--- src/common/pxb_pkg.sv ---
// Constants, function table and state type of the port crossbar and pin assignment block.
package pxb_pkg;

  localparam int PXB_PINS   = 24;
  localparam int PXB_PORT_W = 8;
  localparam int PXB_FN_N   = 22;

  // Special function register addresses.
  localparam logic [7:0] PXB_A_ROUTE_A = 8'he1;
  localparam logic [7:0] PXB_A_ROUTE_B = 8'he2;
  localparam logic [7:0] PXB_A_PORT0   = 8'h80;
  localparam logic [7:0] PXB_A_PORT1   = 8'h90;
  localparam logic [7:0] PXB_A_PORT2   = 8'ha0;
  localparam logic [7:0] PXB_A_MDIN0   = 8'hf1;
  localparam logic [7:0] PXB_A_MDIN1   = 8'hf2;
  localparam logic [7:0] PXB_A_MDIN2   = 8'hf3;
  localparam logic [7:0] PXB_A_MDOUT0  = 8'ha4;
  localparam logic [7:0] PXB_A_MDOUT1  = 8'ha5;
  localparam logic [7:0] PXB_A_MDOUT2  = 8'ha6;
  localparam logic [7:0] PXB_A_SKIP0   = 8'hd4;
  localparam logic [7:0] PXB_A_SKIP1   = 8'hd5;
  localparam logic [7:0] PXB_A_SKIP2   = 8'hd6;
  localparam logic [7:0] PXB_A_ODEN0   = 8'hb0;

  // Field positions of the first route select register.
  localparam int PXB_RA_ASYNC   = 0;
  localparam int PXB_RA_SPI     = 1;
  localparam int PXB_RA_TWOWIRE = 2;
  localparam int PXB_RA_CLKOUT  = 3;
  localparam int PXB_RA_CP0     = 4;
  localparam int PXB_RA_CP0A    = 5;
  localparam int PXB_RA_CP1     = 6;
  localparam int PXB_RA_CP1A    = 7;

  // Field positions of the second route select register.
  localparam int PXB_RB_CAP_LSB = 0;
  localparam int PXB_RB_CAP_MSB = 2;
  localparam int PXB_RB_ACLK    = 3;
  localparam int PXB_RB_T0      = 4;
  localparam int PXB_RB_T1      = 5;
  localparam int PXB_RB_XBAR_ON = 6;
  localparam int PXB_RB_WEAK_DIS = 7;
  localparam logic [2:0] PXB_CAP_RESERVED = 3'h7;
  localparam int PXB_CAP_N = 6;

  // Fixed pins of the asynchronous serial port.
  localparam int PXB_TX_PIN = 4;
  localparam int PXB_RX_PIN = 5;

  // Function indices; the index order is the crossbar priority order.
  localparam int PXB_FN_TX     = 0;
  localparam int PXB_FN_RX     = 1;
  localparam int PXB_FN_SCK    = 2;
  localparam int PXB_FN_MISO   = 3;
  localparam int PXB_FN_MOSI   = 4;
  localparam int PXB_FN_SSEL   = 5;
  localparam int PXB_FN_SDA    = 6;
  localparam int PXB_FN_SCL    = 7;
  localparam int PXB_FN_CP0    = 8;
  localparam int PXB_FN_CP0A   = 9;
  localparam int PXB_FN_CP1    = 10;
  localparam int PXB_FN_CP1A   = 11;
  localparam int PXB_FN_CLKOUT = 12;
  localparam int PXB_FN_CAP0   = 13;
  localparam int PXB_FN_ACLK   = 19;
  localparam int PXB_FN_T0     = 20;
  localparam int PXB_FN_T1     = 21;

  // Reset values.
  localparam logic [23:0] PXB_LATCH_RST = 24'hffffff;
  localparam logic [23:0] PXB_MDIN_RST  = 24'hffffff;

  typedef struct packed {
    logic [7:0]  route_a;
    logic [7:0]  route_b;
    logic [23:0] latch;
    logic [23:0] mdin;
    logic [23:0] mdout;
    logic [23:0] skip;
    logic [7:0]  oden;
    logic [7:0]  rdata;
    logic [23:0] pad_out;
    logic [23:0] pad_oe;
    logic [23:0] pad_pull;
    logic [21:0] fn_in;
    logic [21:0] fn_placed;
  } pxb_state_t;

  localparam pxb_state_t PXB_STATE_RST = '{
    route_a:   8'h00,
    route_b:   8'h00,
    latch:     PXB_LATCH_RST,
    mdin:      PXB_MDIN_RST,
    mdout:     24'h000000,
    skip:      24'h000000,
    oden:      8'h00,
    rdata:     8'h00,
    pad_out:   24'h000000,
    pad_oe:    24'h000000,
    pad_pull:  24'h000000,
    fn_in:     22'h3fffff,
    fn_placed: 22'h000000
  };

endpackage : pxb_pkg

--- src/pxb_pin_cell.sv ---
// Combinational driver and pullup decision of one port pin.
`timescale 1ns/100ps
module pxb_pin_cell (
  input  wire logic xbar_on,
  input  wire logic digital,
  input  wire logic push_pull,
  input  wire logic force_od,
  input  wire logic weak_dis,
  input  wire logic has_fn,
  input  wire logic fn_val,
  input  wire logic fn_drive,
  input  wire logic latch_val,
  output logic      pin_val,
  output logic      pin_drive,
  output logic      pin_pull
);

  logic value;
  logic drive_en;
  logic push;

  always_comb begin
    value     = has_fn ? fn_val : latch_val;
    drive_en  = xbar_on & digital & (has_fn ? fn_drive : 1'b1);
    push      = push_pull & ~force_od;
    // Open-drain drives only the low level; a high value leaves the pin released.
    pin_drive = drive_en & (push | ~value);
    pin_val   = value & push;
    pin_pull  = digital & ~weak_dis & ~push & ~(drive_en & ~value);
  end

endmodule : pxb_pin_cell

--- src/pxb_crossbar.sv ---
// Priority crossbar decoder with per-pin configuration registers for three 8-bit ports.
`timescale 1ns/100ps
module pxb_crossbar (
  input  wire logic                          clk,
  input  wire logic                          rst,
  input  wire logic [7:0]                    sfr_addr,
  input  wire logic                          sfr_wr,
  input  wire logic [7:0]                    sfr_wdata,
  input  wire logic                          sfr_rd,
  output logic      [7:0]                    sfr_rdata,
  input  wire logic                          ssel_four_wire,
  input  wire logic [pxb_pkg::PXB_PINS-1:0]  pad_in,
  output logic      [pxb_pkg::PXB_PINS-1:0]  pad_out,
  output logic      [pxb_pkg::PXB_PINS-1:0]  pad_oe,
  output logic      [pxb_pkg::PXB_PINS-1:0]  pad_pullup,
  output logic      [pxb_pkg::PXB_PINS-1:0]  pad_rx_en,
  output logic      [7:0]                    overdrive_mode_mask,
  input  wire logic [pxb_pkg::PXB_FN_N-1:0]  fn_out,
  input  wire logic [pxb_pkg::PXB_FN_N-1:0]  fn_oe,
  output logic      [pxb_pkg::PXB_FN_N-1:0]  fn_in,
  output logic      [pxb_pkg::PXB_FN_N-1:0]  fn_placed
);
  import pxb_pkg::*;

  pxb_state_t s_q;
  pxb_state_t s_d;

  logic                xbar_on;
  logic [PXB_FN_N-1:0] fn_en;
  logic [PXB_FN_N-1:0] fn_ok;
  logic [4:0]          fn_pin [PXB_FN_N];
  logic [PXB_PINS-1:0] taken;
  logic [PXB_PINS-1:0] pin_has_fn;
  logic [PXB_PINS-1:0] pin_fn_val;
  logic [PXB_PINS-1:0] pin_fn_drive;
  logic [PXB_PINS-1:0] pin_force_od;
  logic [PXB_PINS-1:0] pin_rx;
  logic [PXB_PINS-1:0] cell_val;
  logic [PXB_PINS-1:0] cell_drive;
  logic [PXB_PINS-1:0] cell_pull;
  logic                found;

  assign xbar_on = s_q.route_b[PXB_RB_XBAR_ON];
  // An analog pin has its receiver off and reads as zero.
  assign pin_rx  = pad_in & s_q.mdin;

  // Enabled functions in priority order.
  always_comb begin
    fn_en                = '0;
    fn_en[PXB_FN_TX]     = s_q.route_a[PXB_RA_ASYNC];
    fn_en[PXB_FN_RX]     = s_q.route_a[PXB_RA_ASYNC];
    fn_en[PXB_FN_SCK]    = s_q.route_a[PXB_RA_SPI];
    fn_en[PXB_FN_MISO]   = s_q.route_a[PXB_RA_SPI];
    fn_en[PXB_FN_MOSI]   = s_q.route_a[PXB_RA_SPI];
    fn_en[PXB_FN_SSEL]   = s_q.route_a[PXB_RA_SPI] & ssel_four_wire;
    fn_en[PXB_FN_SDA]    = s_q.route_a[PXB_RA_TWOWIRE];
    fn_en[PXB_FN_SCL]    = s_q.route_a[PXB_RA_TWOWIRE];
    fn_en[PXB_FN_CP0]    = s_q.route_a[PXB_RA_CP0];
    fn_en[PXB_FN_CP0A]   = s_q.route_a[PXB_RA_CP0A];
    fn_en[PXB_FN_CP1]    = s_q.route_a[PXB_RA_CP1];
    fn_en[PXB_FN_CP1A]   = s_q.route_a[PXB_RA_CP1A];
    fn_en[PXB_FN_CLKOUT] = s_q.route_a[PXB_RA_CLKOUT];
    // The reserved code of the capture field routes no channel.
    for (int k = 0; k < PXB_CAP_N; k++) begin
      fn_en[PXB_FN_CAP0 + k] = (s_q.route_b[PXB_RB_CAP_MSB:PXB_RB_CAP_LSB] > 3'(k)) &&
                               (s_q.route_b[PXB_RB_CAP_MSB:PXB_RB_CAP_LSB]
                                != PXB_CAP_RESERVED);
    end
    fn_en[PXB_FN_ACLK]   = s_q.route_b[PXB_RB_ACLK];
    fn_en[PXB_FN_T0]     = s_q.route_b[PXB_RB_T0];
    fn_en[PXB_FN_T1]     = s_q.route_b[PXB_RB_T1];
    fn_en                = fn_en & {PXB_FN_N{xbar_on}};
  end

  // Priority walk; a function that finds no free pin is left unplaced.
  always_comb begin
    taken = s_q.skip;
    fn_ok = '0;
    found = 1'b0;
    for (int f = 0; f < PXB_FN_N; f++) begin
      fn_pin[f] = 5'h00;
    end
    if (fn_en[PXB_FN_TX]) begin
      fn_ok[PXB_FN_TX]     = 1'b1;
      fn_ok[PXB_FN_RX]     = 1'b1;
      fn_pin[PXB_FN_TX]    = 5'(PXB_TX_PIN);
      fn_pin[PXB_FN_RX]    = 5'(PXB_RX_PIN);
      taken[PXB_TX_PIN]    = 1'b1;
      taken[PXB_RX_PIN]    = 1'b1;
    end
    for (int f = PXB_FN_SCK; f < PXB_FN_N; f++) begin
      found = 1'b0;
      // The two-wire pair is placed whole or not at all, so a lone data pin never appears.
      if (fn_en[f] && !((f == PXB_FN_SDA) && ($countones(~taken) < 2))
                   && !((f == PXB_FN_SCL) && !fn_ok[PXB_FN_SDA])) begin
        for (int p = 0; p < PXB_PINS; p++) begin
          if (!found && !taken[p]) begin
            found     = 1'b1;
            taken[p]  = 1'b1;
            fn_pin[f] = 5'(p);
          end
        end
      end
      fn_ok[f] = found;
    end
  end

  // Per-pin view of the assignment; pins with no function stay general I/O.
  always_comb begin
    pin_has_fn   = '0;
    pin_fn_val   = '0;
    pin_fn_drive = '0;
    pin_force_od = '0;
    for (int f = 0; f < PXB_FN_N; f++) begin
      if (fn_ok[f]) begin
        pin_has_fn[fn_pin[f]]   = 1'b1;
        pin_fn_val[fn_pin[f]]   = fn_out[f];
        pin_fn_drive[fn_pin[f]] = fn_oe[f];
        if (f == PXB_FN_SDA || f == PXB_FN_SCL) begin
          pin_force_od[fn_pin[f]] = 1'b1;
        end
      end
    end
  end

  // One cell per pin across all three ports.
  for (genvar g = 0; g < PXB_PINS; g++) begin : g_pin
    pxb_pin_cell u_cell (
      .xbar_on   (xbar_on),
      .digital   (s_q.mdin[g]),
      .push_pull (s_q.mdout[g]),
      .force_od  (pin_force_od[g]),
      .weak_dis  (s_q.route_b[PXB_RB_WEAK_DIS]),
      .has_fn    (pin_has_fn[g]),
      .fn_val    (pin_fn_val[g]),
      .fn_drive  (pin_fn_drive[g]),
      .latch_val (s_q.latch[g]),
      .pin_val   (cell_val[g]),
      .pin_drive (cell_drive[g]),
      .pin_pull  (cell_pull[g])
    );
  end

  // Register writes, reads and the registered pin and function outputs.
  always_comb begin
    s_d           = s_q;
    s_d.pad_out   = cell_val;
    s_d.pad_oe    = cell_drive;
    s_d.pad_pull  = cell_pull;
    s_d.fn_placed = fn_ok;
    for (int f = 0; f < PXB_FN_N; f++) begin
      // Unplaced inputs idle high so that a peripheral sees an inactive line.
      s_d.fn_in[f] = fn_ok[f] ? pin_rx[fn_pin[f]] : 1'b1;
    end
    if (sfr_wr) begin
      unique case (sfr_addr)
        PXB_A_ROUTE_A: s_d.route_a      = sfr_wdata;
        PXB_A_ROUTE_B: s_d.route_b      = sfr_wdata;
        PXB_A_PORT0:   s_d.latch[7:0]   = sfr_wdata;
        PXB_A_PORT1:   s_d.latch[15:8]  = sfr_wdata;
        PXB_A_PORT2:   s_d.latch[23:16] = sfr_wdata;
        PXB_A_MDIN0:   s_d.mdin[7:0]    = sfr_wdata;
        PXB_A_MDIN1:   s_d.mdin[15:8]   = sfr_wdata;
        PXB_A_MDIN2:   s_d.mdin[23:16]  = sfr_wdata;
        PXB_A_MDOUT0:  s_d.mdout[7:0]   = sfr_wdata;
        PXB_A_MDOUT1:  s_d.mdout[15:8]  = sfr_wdata;
        PXB_A_MDOUT2:  s_d.mdout[23:16] = sfr_wdata;
        PXB_A_SKIP0:   s_d.skip[7:0]    = sfr_wdata;
        PXB_A_SKIP1:   s_d.skip[15:8]   = sfr_wdata;
        PXB_A_SKIP2:   s_d.skip[23:16]  = sfr_wdata;
        PXB_A_ODEN0:   s_d.oden         = sfr_wdata;
        default:       s_d.oden         = s_q.oden;
      endcase
    end
    if (sfr_rd) begin
      unique case (sfr_addr)
        PXB_A_ROUTE_A: s_d.rdata = s_q.route_a;
        PXB_A_ROUTE_B: s_d.rdata = s_q.route_b;
        PXB_A_PORT0:   s_d.rdata = pin_rx[7:0];
        PXB_A_PORT1:   s_d.rdata = pin_rx[15:8];
        PXB_A_PORT2:   s_d.rdata = pin_rx[23:16];
        PXB_A_MDIN0:   s_d.rdata = s_q.mdin[7:0];
        PXB_A_MDIN1:   s_d.rdata = s_q.mdin[15:8];
        PXB_A_MDIN2:   s_d.rdata = s_q.mdin[23:16];
        PXB_A_MDOUT0:  s_d.rdata = s_q.mdout[7:0];
        PXB_A_MDOUT1:  s_d.rdata = s_q.mdout[15:8];
        PXB_A_MDOUT2:  s_d.rdata = s_q.mdout[23:16];
        PXB_A_SKIP0:   s_d.rdata = s_q.skip[7:0];
        PXB_A_SKIP1:   s_d.rdata = s_q.skip[15:8];
        PXB_A_SKIP2:   s_d.rdata = s_q.skip[23:16];
        PXB_A_ODEN0:   s_d.rdata = s_q.oden;
        default:       s_d.rdata = 8'h00;
      endcase
    end
  end

  always_ff @(posedge clk or posedge rst) begin
    if (rst) begin
      s_q <= PXB_STATE_RST;
    end else begin
      s_q <= s_d;
    end
  end

  assign sfr_rdata           = s_q.rdata;
  assign pad_out             = s_q.pad_out;
  assign pad_oe              = s_q.pad_oe;
  assign pad_pullup          = s_q.pad_pull;
  assign pad_rx_en           = s_q.mdin;
  assign overdrive_mode_mask = s_q.oden;
  assign fn_in               = s_q.fn_in;
  assign fn_placed           = s_q.fn_placed;

  // The capture field is pulled out as a plain vector for the checks below.
  logic [2:0] cap_sel;
  assign cap_sel = s_q.route_b[PXB_RB_CAP_MSB:PXB_RB_CAP_LSB];
endmodule : pxb_crossbar

--- config.mk ---
export PLATFORM = sky130hd
export DESIGN_NAME = pxb_crossbar
export DESIGN_NICKNAME = d
export VERILOG_FILES = /design/src/common/pxb_pkg.sv /design/src/pxb_pin_cell.sv /design/src/pxb_crossbar.sv
export SDC_FILE = /design/constraint.sdc
export NUM_CORES = 2
export LEC_CHECK = 0
export ABC_AREA = 1
export BUFFER_PORTS_ARGS = -buffer_cell sky130_fd_sc_hd__buf_2
export CORE_MARGIN = 2
export CORE_UTILIZATION = 25
export CTS_CLUSTER_DIAMETER = 60
export DETAILED_ROUTE_END_ITERATION = 12
export SYNTH_ARGS = -nofsm -noshare
export SYNTH_HDL_FRONTEND = slang
export SYNTH_SLANG_ARGS = --single-unit
--- constraint.sdc ---
create_clock -name clk -period 13 [get_ports clk]
set_input_delay 1.95 -clock clk [delete_from_list [all_inputs] [get_ports clk]]
set_output_delay 1.95 -clock clk [all_outputs]
set_load 0.03 [all_outputs]
== After elaboration in Yosys (flattened, before gate mapping) ==
Index checks and enable logic that the tools add are counted.

* Equality and inequality tests: 16
* Reductions and logical operators: 1,426
* Add/sub/neg operators: 23
* Mux-type cells: 2,168
* Bitwise operators: 365
* $lt $le $gt $ge: 51

{| class="wikitable"
|+ Operators by type and width
! kind !! count
|-
| $mux W5 || 460
|-
| $mux W24 || 87
|-
| $mux W1 || 1,531
|-
| $bwmux W24 || 42
|-
| $logic_not A1 Y1 || 921
|-
| $or A24 B24 Y24 || 22
|-
| $logic_and A1 B1 Y1 || 490
|-
| $and A1 B1 Y1 || 217
|-
| $lt A5 B6 Y1 const B || 22
|-
| $eq A8 B8 Y1 const B || 15
|-
| $pmux W8 S15 || 1
|-
| $bmux W1 S5 || 22
|-
| $demux W1 S5 || 22
|-
| $ge A5 B1 Y1 const B || 22
|-
| $not A1 Y1 || 97
|-
| $and A24 B24 Y24 || 3
|-
| $reduce_and A2 Y1 || 15
|-
| $add A1 B1 Y2 || 12
|-
| $not A24 Y24 || 1
|-
| $or A1 B1 Y1 || 24
|-
| $and A22 B22 Y22 || 1
|-
| $add A2 B2 Y3 || 6
|-
| $add A3 B3 Y4 || 3
|-
| $mux W8 || 1
|-
| other kinds (8) || 12
|}

* Flip-flop bits (word level): 244
* Output and inout bits: 156
* Logic and storage cells: 4,070
* Input bits: 89

== Logic depth before layout (Yosys ltp) ==
* Depth in word-level cells: 1,901
* Depth in mapped cells: 122
* Gate-level depth less buffers: 120

== By module ==
From an unflattened synthesis, not the netlist that was laid out.

* Cells, all modules: 7,093
* Area total of the unflattened synthesis: 39,569.2 sq um

{| class="wikitable"
|+ By module, submodules not included
! module !! cells an instance !! area each (sq um) !! seq. area each (sq um) !! instances
|-
| pxb_crossbar || 6,709 || 37,857.6 || 6,168.4 || 1
|-
| pxb_pin_cell || 16 || 71.3 || 0.0 || 24
|}

== Worst setup path after synthesis ==
No wires, ideal clock.

* Path kind: register to register
* Start: register s_q[133] (netlist name)
* End: register s_q, in the netlist pad_pullup[20]
* Setup time: 0.116 ns
* Clock period less this slack: 12.870 ns
* Stages on the path, launching flop included: 104
* Buffers on the path: 0
* Data arrival time: 12.754 ns
* Required time: 12.884 ns
* Slack: 0.130 ns
* Cells stage by stage: dfrtp_1 -> nand2_4 -> nor2_8 -> nand4_4 -> nor2_1 -> nand3_1 -> nor2_2 -> nand4_2 -> nor2_2 -> nand2_2 -> nor2_2 -> nand2_2 -> o21ai_2 -> inv_2 -> nand2_1 -> inv_4 -> nand2_1 -> inv_1 -> [... 68 more ...] -> nand2_4 -> inv_2 -> nand2_4 -> inv_4 -> nor2_2 -> nand3_1 -> nand2_4 -> inv_2 -> nand2_2 -> nand2_2 -> o21ai_4 -> nand2_4 -> nor2_2 -> nor2_1 -> nand2_2 -> nand2_2 -> nor2_1 -> nor2_2

* Word-level cells in the longest chain between the ends: 274
* Elaborated cells between the ends (all ways): 3,501
* Those cells by class: add/sub (23); order compare (41); mux (2030); bitwise (31); reduce/logical (1376)

{| class="wikitable"
|+ Ends and longest elaborated chain
! element !! line !! RTL
|-
| from (decl) || pxb_crossbar.sv:25 || <nowiki>pxb_state_t s_q;</nowiki>
|-
| from (signal assigned) || pxb_crossbar.sv:199 || <nowiki>s_q <= PXB_STATE_RST;</nowiki>
|-
| from (signal assigned) || pxb_crossbar.sv:201 || <nowiki>s_q <= s_d;</nowiki>
|-
| $logic_not A1 Y1 || pxb_crossbar.sv:97 || <nowiki>if (!found && !taken[p]) begin</nowiki>
|-
| $logic_and A1 B1 Y1 || pxb_crossbar.sv:97 ||
|-
| $mux W1 || pxb_crossbar.sv:97 ||
|-
| $mux W24 or $mux W1 (tied branches) || pxb_crossbar.sv:94 || <nowiki>if (fn_en[f] && !((f == PXB_FN_SDA) && ($countones(~taken) < 2))</nowiki>
|-
| $logic_not A1 Y1 || pxb_crossbar.sv:97 ||
|-
| $logic_and A1 B1 Y1 || pxb_crossbar.sv:97 ||
|-
| $mux W1 || pxb_crossbar.sv:97 ||
|-
| $mux W24 or $mux W1 (tied branches) || pxb_crossbar.sv:94 ||
|-
| [... 259 more ...] || -- ||
|-
| $bwmux W24 (tied with other cells) || pxb_crossbar.sv:118 || <nowiki>pin_fn_drive[fn_pin[f]] = fn_oe[f];</nowiki>
|-
| $mux W24 || pxb_crossbar.sv:115 || <nowiki>if (fn_ok[f]) begin</nowiki>
|-
| $mux W1, on equally long branches || pxb_pin_cell.sv:24, pxb_pin_cell.sv:23 ||
|-
| $and A1 B1 Y1 or $not A1 Y1 (tied branches) || pxb_pin_cell.sv:24, pxb_pin_cell.sv:29 ||
|-
| $and A1 B1 Y1 || pxb_pin_cell.sv:29 || <nowiki>pin_pull = digital & ~weak_dis & ~push & ~(drive_en & ~value);</nowiki>
|-
| $not A1 Y1 || pxb_pin_cell.sv:29 ||
|-
| $and A1 B1 Y1 (*) || pxb_pin_cell.sv:29 ||
|-
| via g_pin[20].u_cell.pin_pull || pxb_pin_cell.sv:15 || <nowiki>output logic pin_pull</nowiki>
|}

The timed path passes the listed nets; every way through them passes the cells marked *. The select of a mux whose other input is x is not followed.
A chain may end at the register's enable or synchronous reset.

== Worst setup path after layout ==
* Start: register s_q[234] (netlist name)
* End: register s_q, in the netlist pad_pullup[19]

* Word-level cells in the longest chain between the ends: 274
* Elaborated cells between the ends (all ways): 3,522
* Those cells by class: add/sub (23); order compare (45); mux (2041); bitwise (36); reduce/logical (1377)

{| class="wikitable"
|+ Ends and longest elaborated chain
! element !! line !! RTL
|-
| $and A22 B22 Y22 || pxb_crossbar.sv:72 || <nowiki>fn_en = fn_en & {PXB_FN_N{xbar_on}};</nowiki>
|-
| $mux W24 || pxb_crossbar.sv:94 ||
|-
| $mux W1 || pxb_crossbar.sv:97 ||
|-
| $mux W1 || pxb_crossbar.sv:94 ||
|-
| $logic_not A1 Y1 || pxb_crossbar.sv:97 ||
|-
| $logic_and A1 B1 Y1 || pxb_crossbar.sv:97 ||
|-
| $mux W1 || pxb_crossbar.sv:97 ||
|-
| $mux W24 or $mux W1 (tied branches) || pxb_crossbar.sv:94 ||
|-
| [... 259 more ...] || -- ||
|-
| $bwmux W24 (tied with other cells) || pxb_crossbar.sv:118 ||
|-
| $mux W24 || pxb_crossbar.sv:115 ||
|-
| $mux W1, on equally long branches || pxb_pin_cell.sv:24, pxb_pin_cell.sv:23 ||
|-
| $and A1 B1 Y1 or $not A1 Y1 (tied branches) || pxb_pin_cell.sv:24, pxb_pin_cell.sv:29 ||
|-
| $and A1 B1 Y1 || pxb_pin_cell.sv:29 ||
|-
| $not A1 Y1 || pxb_pin_cell.sv:29 ||
|-
| $and A1 B1 Y1 (*) || pxb_pin_cell.sv:29 ||
|-
| via g_pin[19].u_cell.pin_pull || pxb_pin_cell.sv:15 ||
|}

Marked as above.

==> results.md <==
- Clk_lat worst skew: a little under 0.7 ns
- Cell Area, Synth: between 40000 and 50000 µm²
- Hold Crit Depth: 2
- Area contributors post-synth: nand2_1, dfrtp_1, nor2_1
- First-pass GRT wire length: between 300000 and 400000 µm
- IO Count: around 250
- Worst Slack Setup Final: -1.10 ns
- Pwr Density: between 100 and 150 nW/µm²
- GRT Total Usage: 0.314
- Nets: ~9000
- VDD IR max: approximately 0.0001 V
- GPL Wtd Cong: roughly 1.1
- Congestion Overflow GR: 0
- First-pass DRT Iterations: 7
- End of the worst register-to-register path: pad_pullup[19]
- Hold WC Path Type: flip-flop to flip-flop
- Post-synthesis async set-or-reset flop share: 1.00
- Htree depth: 2
- Crit-path slowest cell: dfrtp_2
- Number of global-route vias before repair: around 57000
- Required time of the critical path: between 10 and 15 ns
- Sink of the worst hold path: sfr_rdata[6]
- Max Buffers Root-to-Sink: 3
- DIE WIDTH: roughly 420 µm
- Mapped Cells: approximately 7200
- Clock sink total: between 200 and 250
- Slew HR: 0.0228
- Register bit total from synthesis: about 240
- Post-synth EDFFs: 0
- Status: finished with violations
- Initial antenna violation count: 18
- Post-Route Utilization: 0.378
- Crit path from: s_q[234]
- R2R Setup Slk: -1.10 ns
- DRC errors left: 0
- CTS Buf Count: 40
- Worst R2R Path Depth: between 100 and 150
- Final period util: 1.08
- Die area: about 170000 µm²
- Synth area leader: nand2_1
- Most numerous cell in the Yosys netlist: nand2_1
- Worst stage delay on the critical path: ~0.47 ns
- Final setup viols: roughly 80
- Seq pwr share: 0.126
- Initial Util: 0.251
- Int Pwr: around 0.0035 W
- Post-DRT Antenna Nets: 0
- DR WL/cell: between 20 and 30 µm
- HP Start: sfr_rdata[6]
- Synth top area share: 0.138
- Final Hold Vio Count: 0
- Post-route setup TNS: -72.06 ns
- NetSw: roughly 0.0035 W
- Share of layout cells above drive strength 1: 0.440
- Largest net degree at the start of global routing: approximately 140
- Core Region: about 170000 µm²
- DIE HEIGHT: 416 µm
- Max-cap violation count: 0
- Top_reg_cell synth: dfrtp_1
- Cell variety after synth: 85
- Clock slew at reported path FFs: approximately 0.060 ns
- Worst path arrival time: between 10 and 15 ns
- Worst setup EP type: flip-flop
- Fmax: just over 0.07 GHz
- WS Path Type: flip-flop to flip-flop
- Critical path peak fanout: 5
- Fin crit period: roughly 14 ns
- TritonCTS clock tree: yes
- Hold WS: 0.480 ns
- Core Rows: ~150
- Routed wire length: roughly 290000 µm
- Dpl hpwl: approximately 230000 µm
- Syn Area/Cell: between 5 and 6 µm²
- RSZ-0062 raised after global routing: yes
- # port buffers: 244
- Synth warnings: 0
- Slew Viols, Final: 0
- Root cell of the clock tree: clkbuf_16
- Most frequent CP cell: buf_4
- Vias per inst: between 5 and 6
- DRT iter0 DRCs: 6647
- Startpoint types: flip-flop
- FF-to-FF Start: s_q[234]
- Sequential fraction of the synthesis area: 0.145
- Switch share: 0.502
- Leak pwr: between 30 and 40 nW
- Comb pwr share: 0.711
- Final Power: roughly 0.007 W
- Area delta synth->final: 50.6%
- Via Count: 59700
- Synth top cells by count: nand2_1, nor2_1, inv_1
- Actual slew at the worst max-slew pin: 1.46 ns
- Clock skew: around 0.066 ns
- Failing checks: negative setup slack
- Syn_nets: 7362
- Clock Power Share: 0.163
cells in the final DEF (no fill, tap or decap), drive strengths merged, types with 75 or more instances in the layout:
cell type  netlist  layout
a21oi          341     341
nor3           121     121
o221ai          75      75
o21ai          454     454
inv           1024    1031
o22ai          147     147
nand2         1919    1919
nand4          135     135
nand3          619     619
dfrtp          173     173
buf            202    1946
nor2          1299    1299
state kept, by name, summed over array words and instances (netlist names):
| signal | cells |
|---|---|
| s_q | 85 |
| pad_oe | 24 |
| pad_out | 24 |
| pad_pullup | 24 |
| pad_rx_en | 24 |
| fn_in | 22 |
| fn_placed | 21 |
| overdrive_mode_mask | 8 |
| sfr_rdata | 8 |
| cap_sel | 3 |
kinds of logic after synthesis:
family                     after synthesis  share of synthesized area
and+or+nand+nor                       4195                      0.486
adders and majority gates               25                     0.0104
buffers and inverters                 1427                      0.154
AOI/OAI and AO/OA                     1358                      0.205
DFF                                    243                      0.145
cell type report:
| class | instances | area (µm²) |
|---|---|---|
| Clock inverter | 23 | 263 |
| Timing Repair Buffer | 1946 | 14800 |
| Multi-Input combinational cell | 5578 | 34500 |
| Fill cell | 18000 | 105000 |
| Antenna cell | 16 | 40.0 |
| Clock buffer | 51 | 1090 |
| Inverter | 1068 | 4290 |
| Tap cell | 2218 | 2780 |
| Sequential cell | 243 | 6170 |
worst max path at each step:
stage | slack, ns | cells past startpoint | endpoint
global route | -1.68 | 107 | pad_pullup[19]
finish | -1.10 | 122 | pad_pullup[19]
global placement | -1.87 | 107 | pad_out[4]
CTS | -0.60 | 108 | pad_pullup[14]
floorplan | 0.13 | 103 | pad_pullup[20]
detailed placement | -2.00 | 107 | pad_out[10]
routing by layer:
layer  share of wire  vias to the layer above  GRT usage  wire length, µm
met1            0.39                    28600      0.382           113000
li1                -                    27200          -                -
met2            0.45                     3050      0.498           128000
met5         0.00031                        -    0.00278               88
met4           0.072                       12      0.196            20500
met3           0.088                      864     0.0729            25300
power by group through the flow:
| stage | logic, W | registers [W] | clock network, W |
|---|---|---|---|
| after global placement | 0.00395 | 0.000883 | 0 |
| after CTS | 0.00447 | 0.000873 | 0.00116 |
| after detailed placement | 0.00400 | 0.000884 | 0 |
| final | 0.00496 | 0.000876 | 0.00114 |
| after global routing | 0.00529 | 0.000877 | 0.00118 |
| after floorplan | 0.00232 | 0.000855 | 0 |
critical path, delay by kind of cell, from the launching register on:
family / cells / cell delay, ns
buffers and inverters: 78 / 9.46
and+or+nand+nor: 38 / 3.25
AOI/OAI and AO/OA: 6 / 0.74
DFF: 1 / 0.47
timing repair:
action | 4_1_cts | 5_1_grt
setup endpoints to repair | 93 | 93
pin swaps | 209 | 249
buffers inserted | 173 | 92
hold buffers | 0 | 0
cloned | 0 | 0
gates resized for setup | 761 | 549
stage by stage:
| stage | instance area (µm²) | worst slack (ns) | cells |
|---|---|---|---|
| floorplan | 42500 | 0.130 | 7248 |
| global placement | 55400 | -1.87 | 10800 |
| detailed placement | 55400 | -2.00 | 10800 |
| CTS | 60900 | -0.598 | 11000 |
| global route | 64000 | -1.68 | 11100 |
| finish | 64000 | -1.10 | 11100 |
No activity file was read; power rests on OpenSTA's default activity.
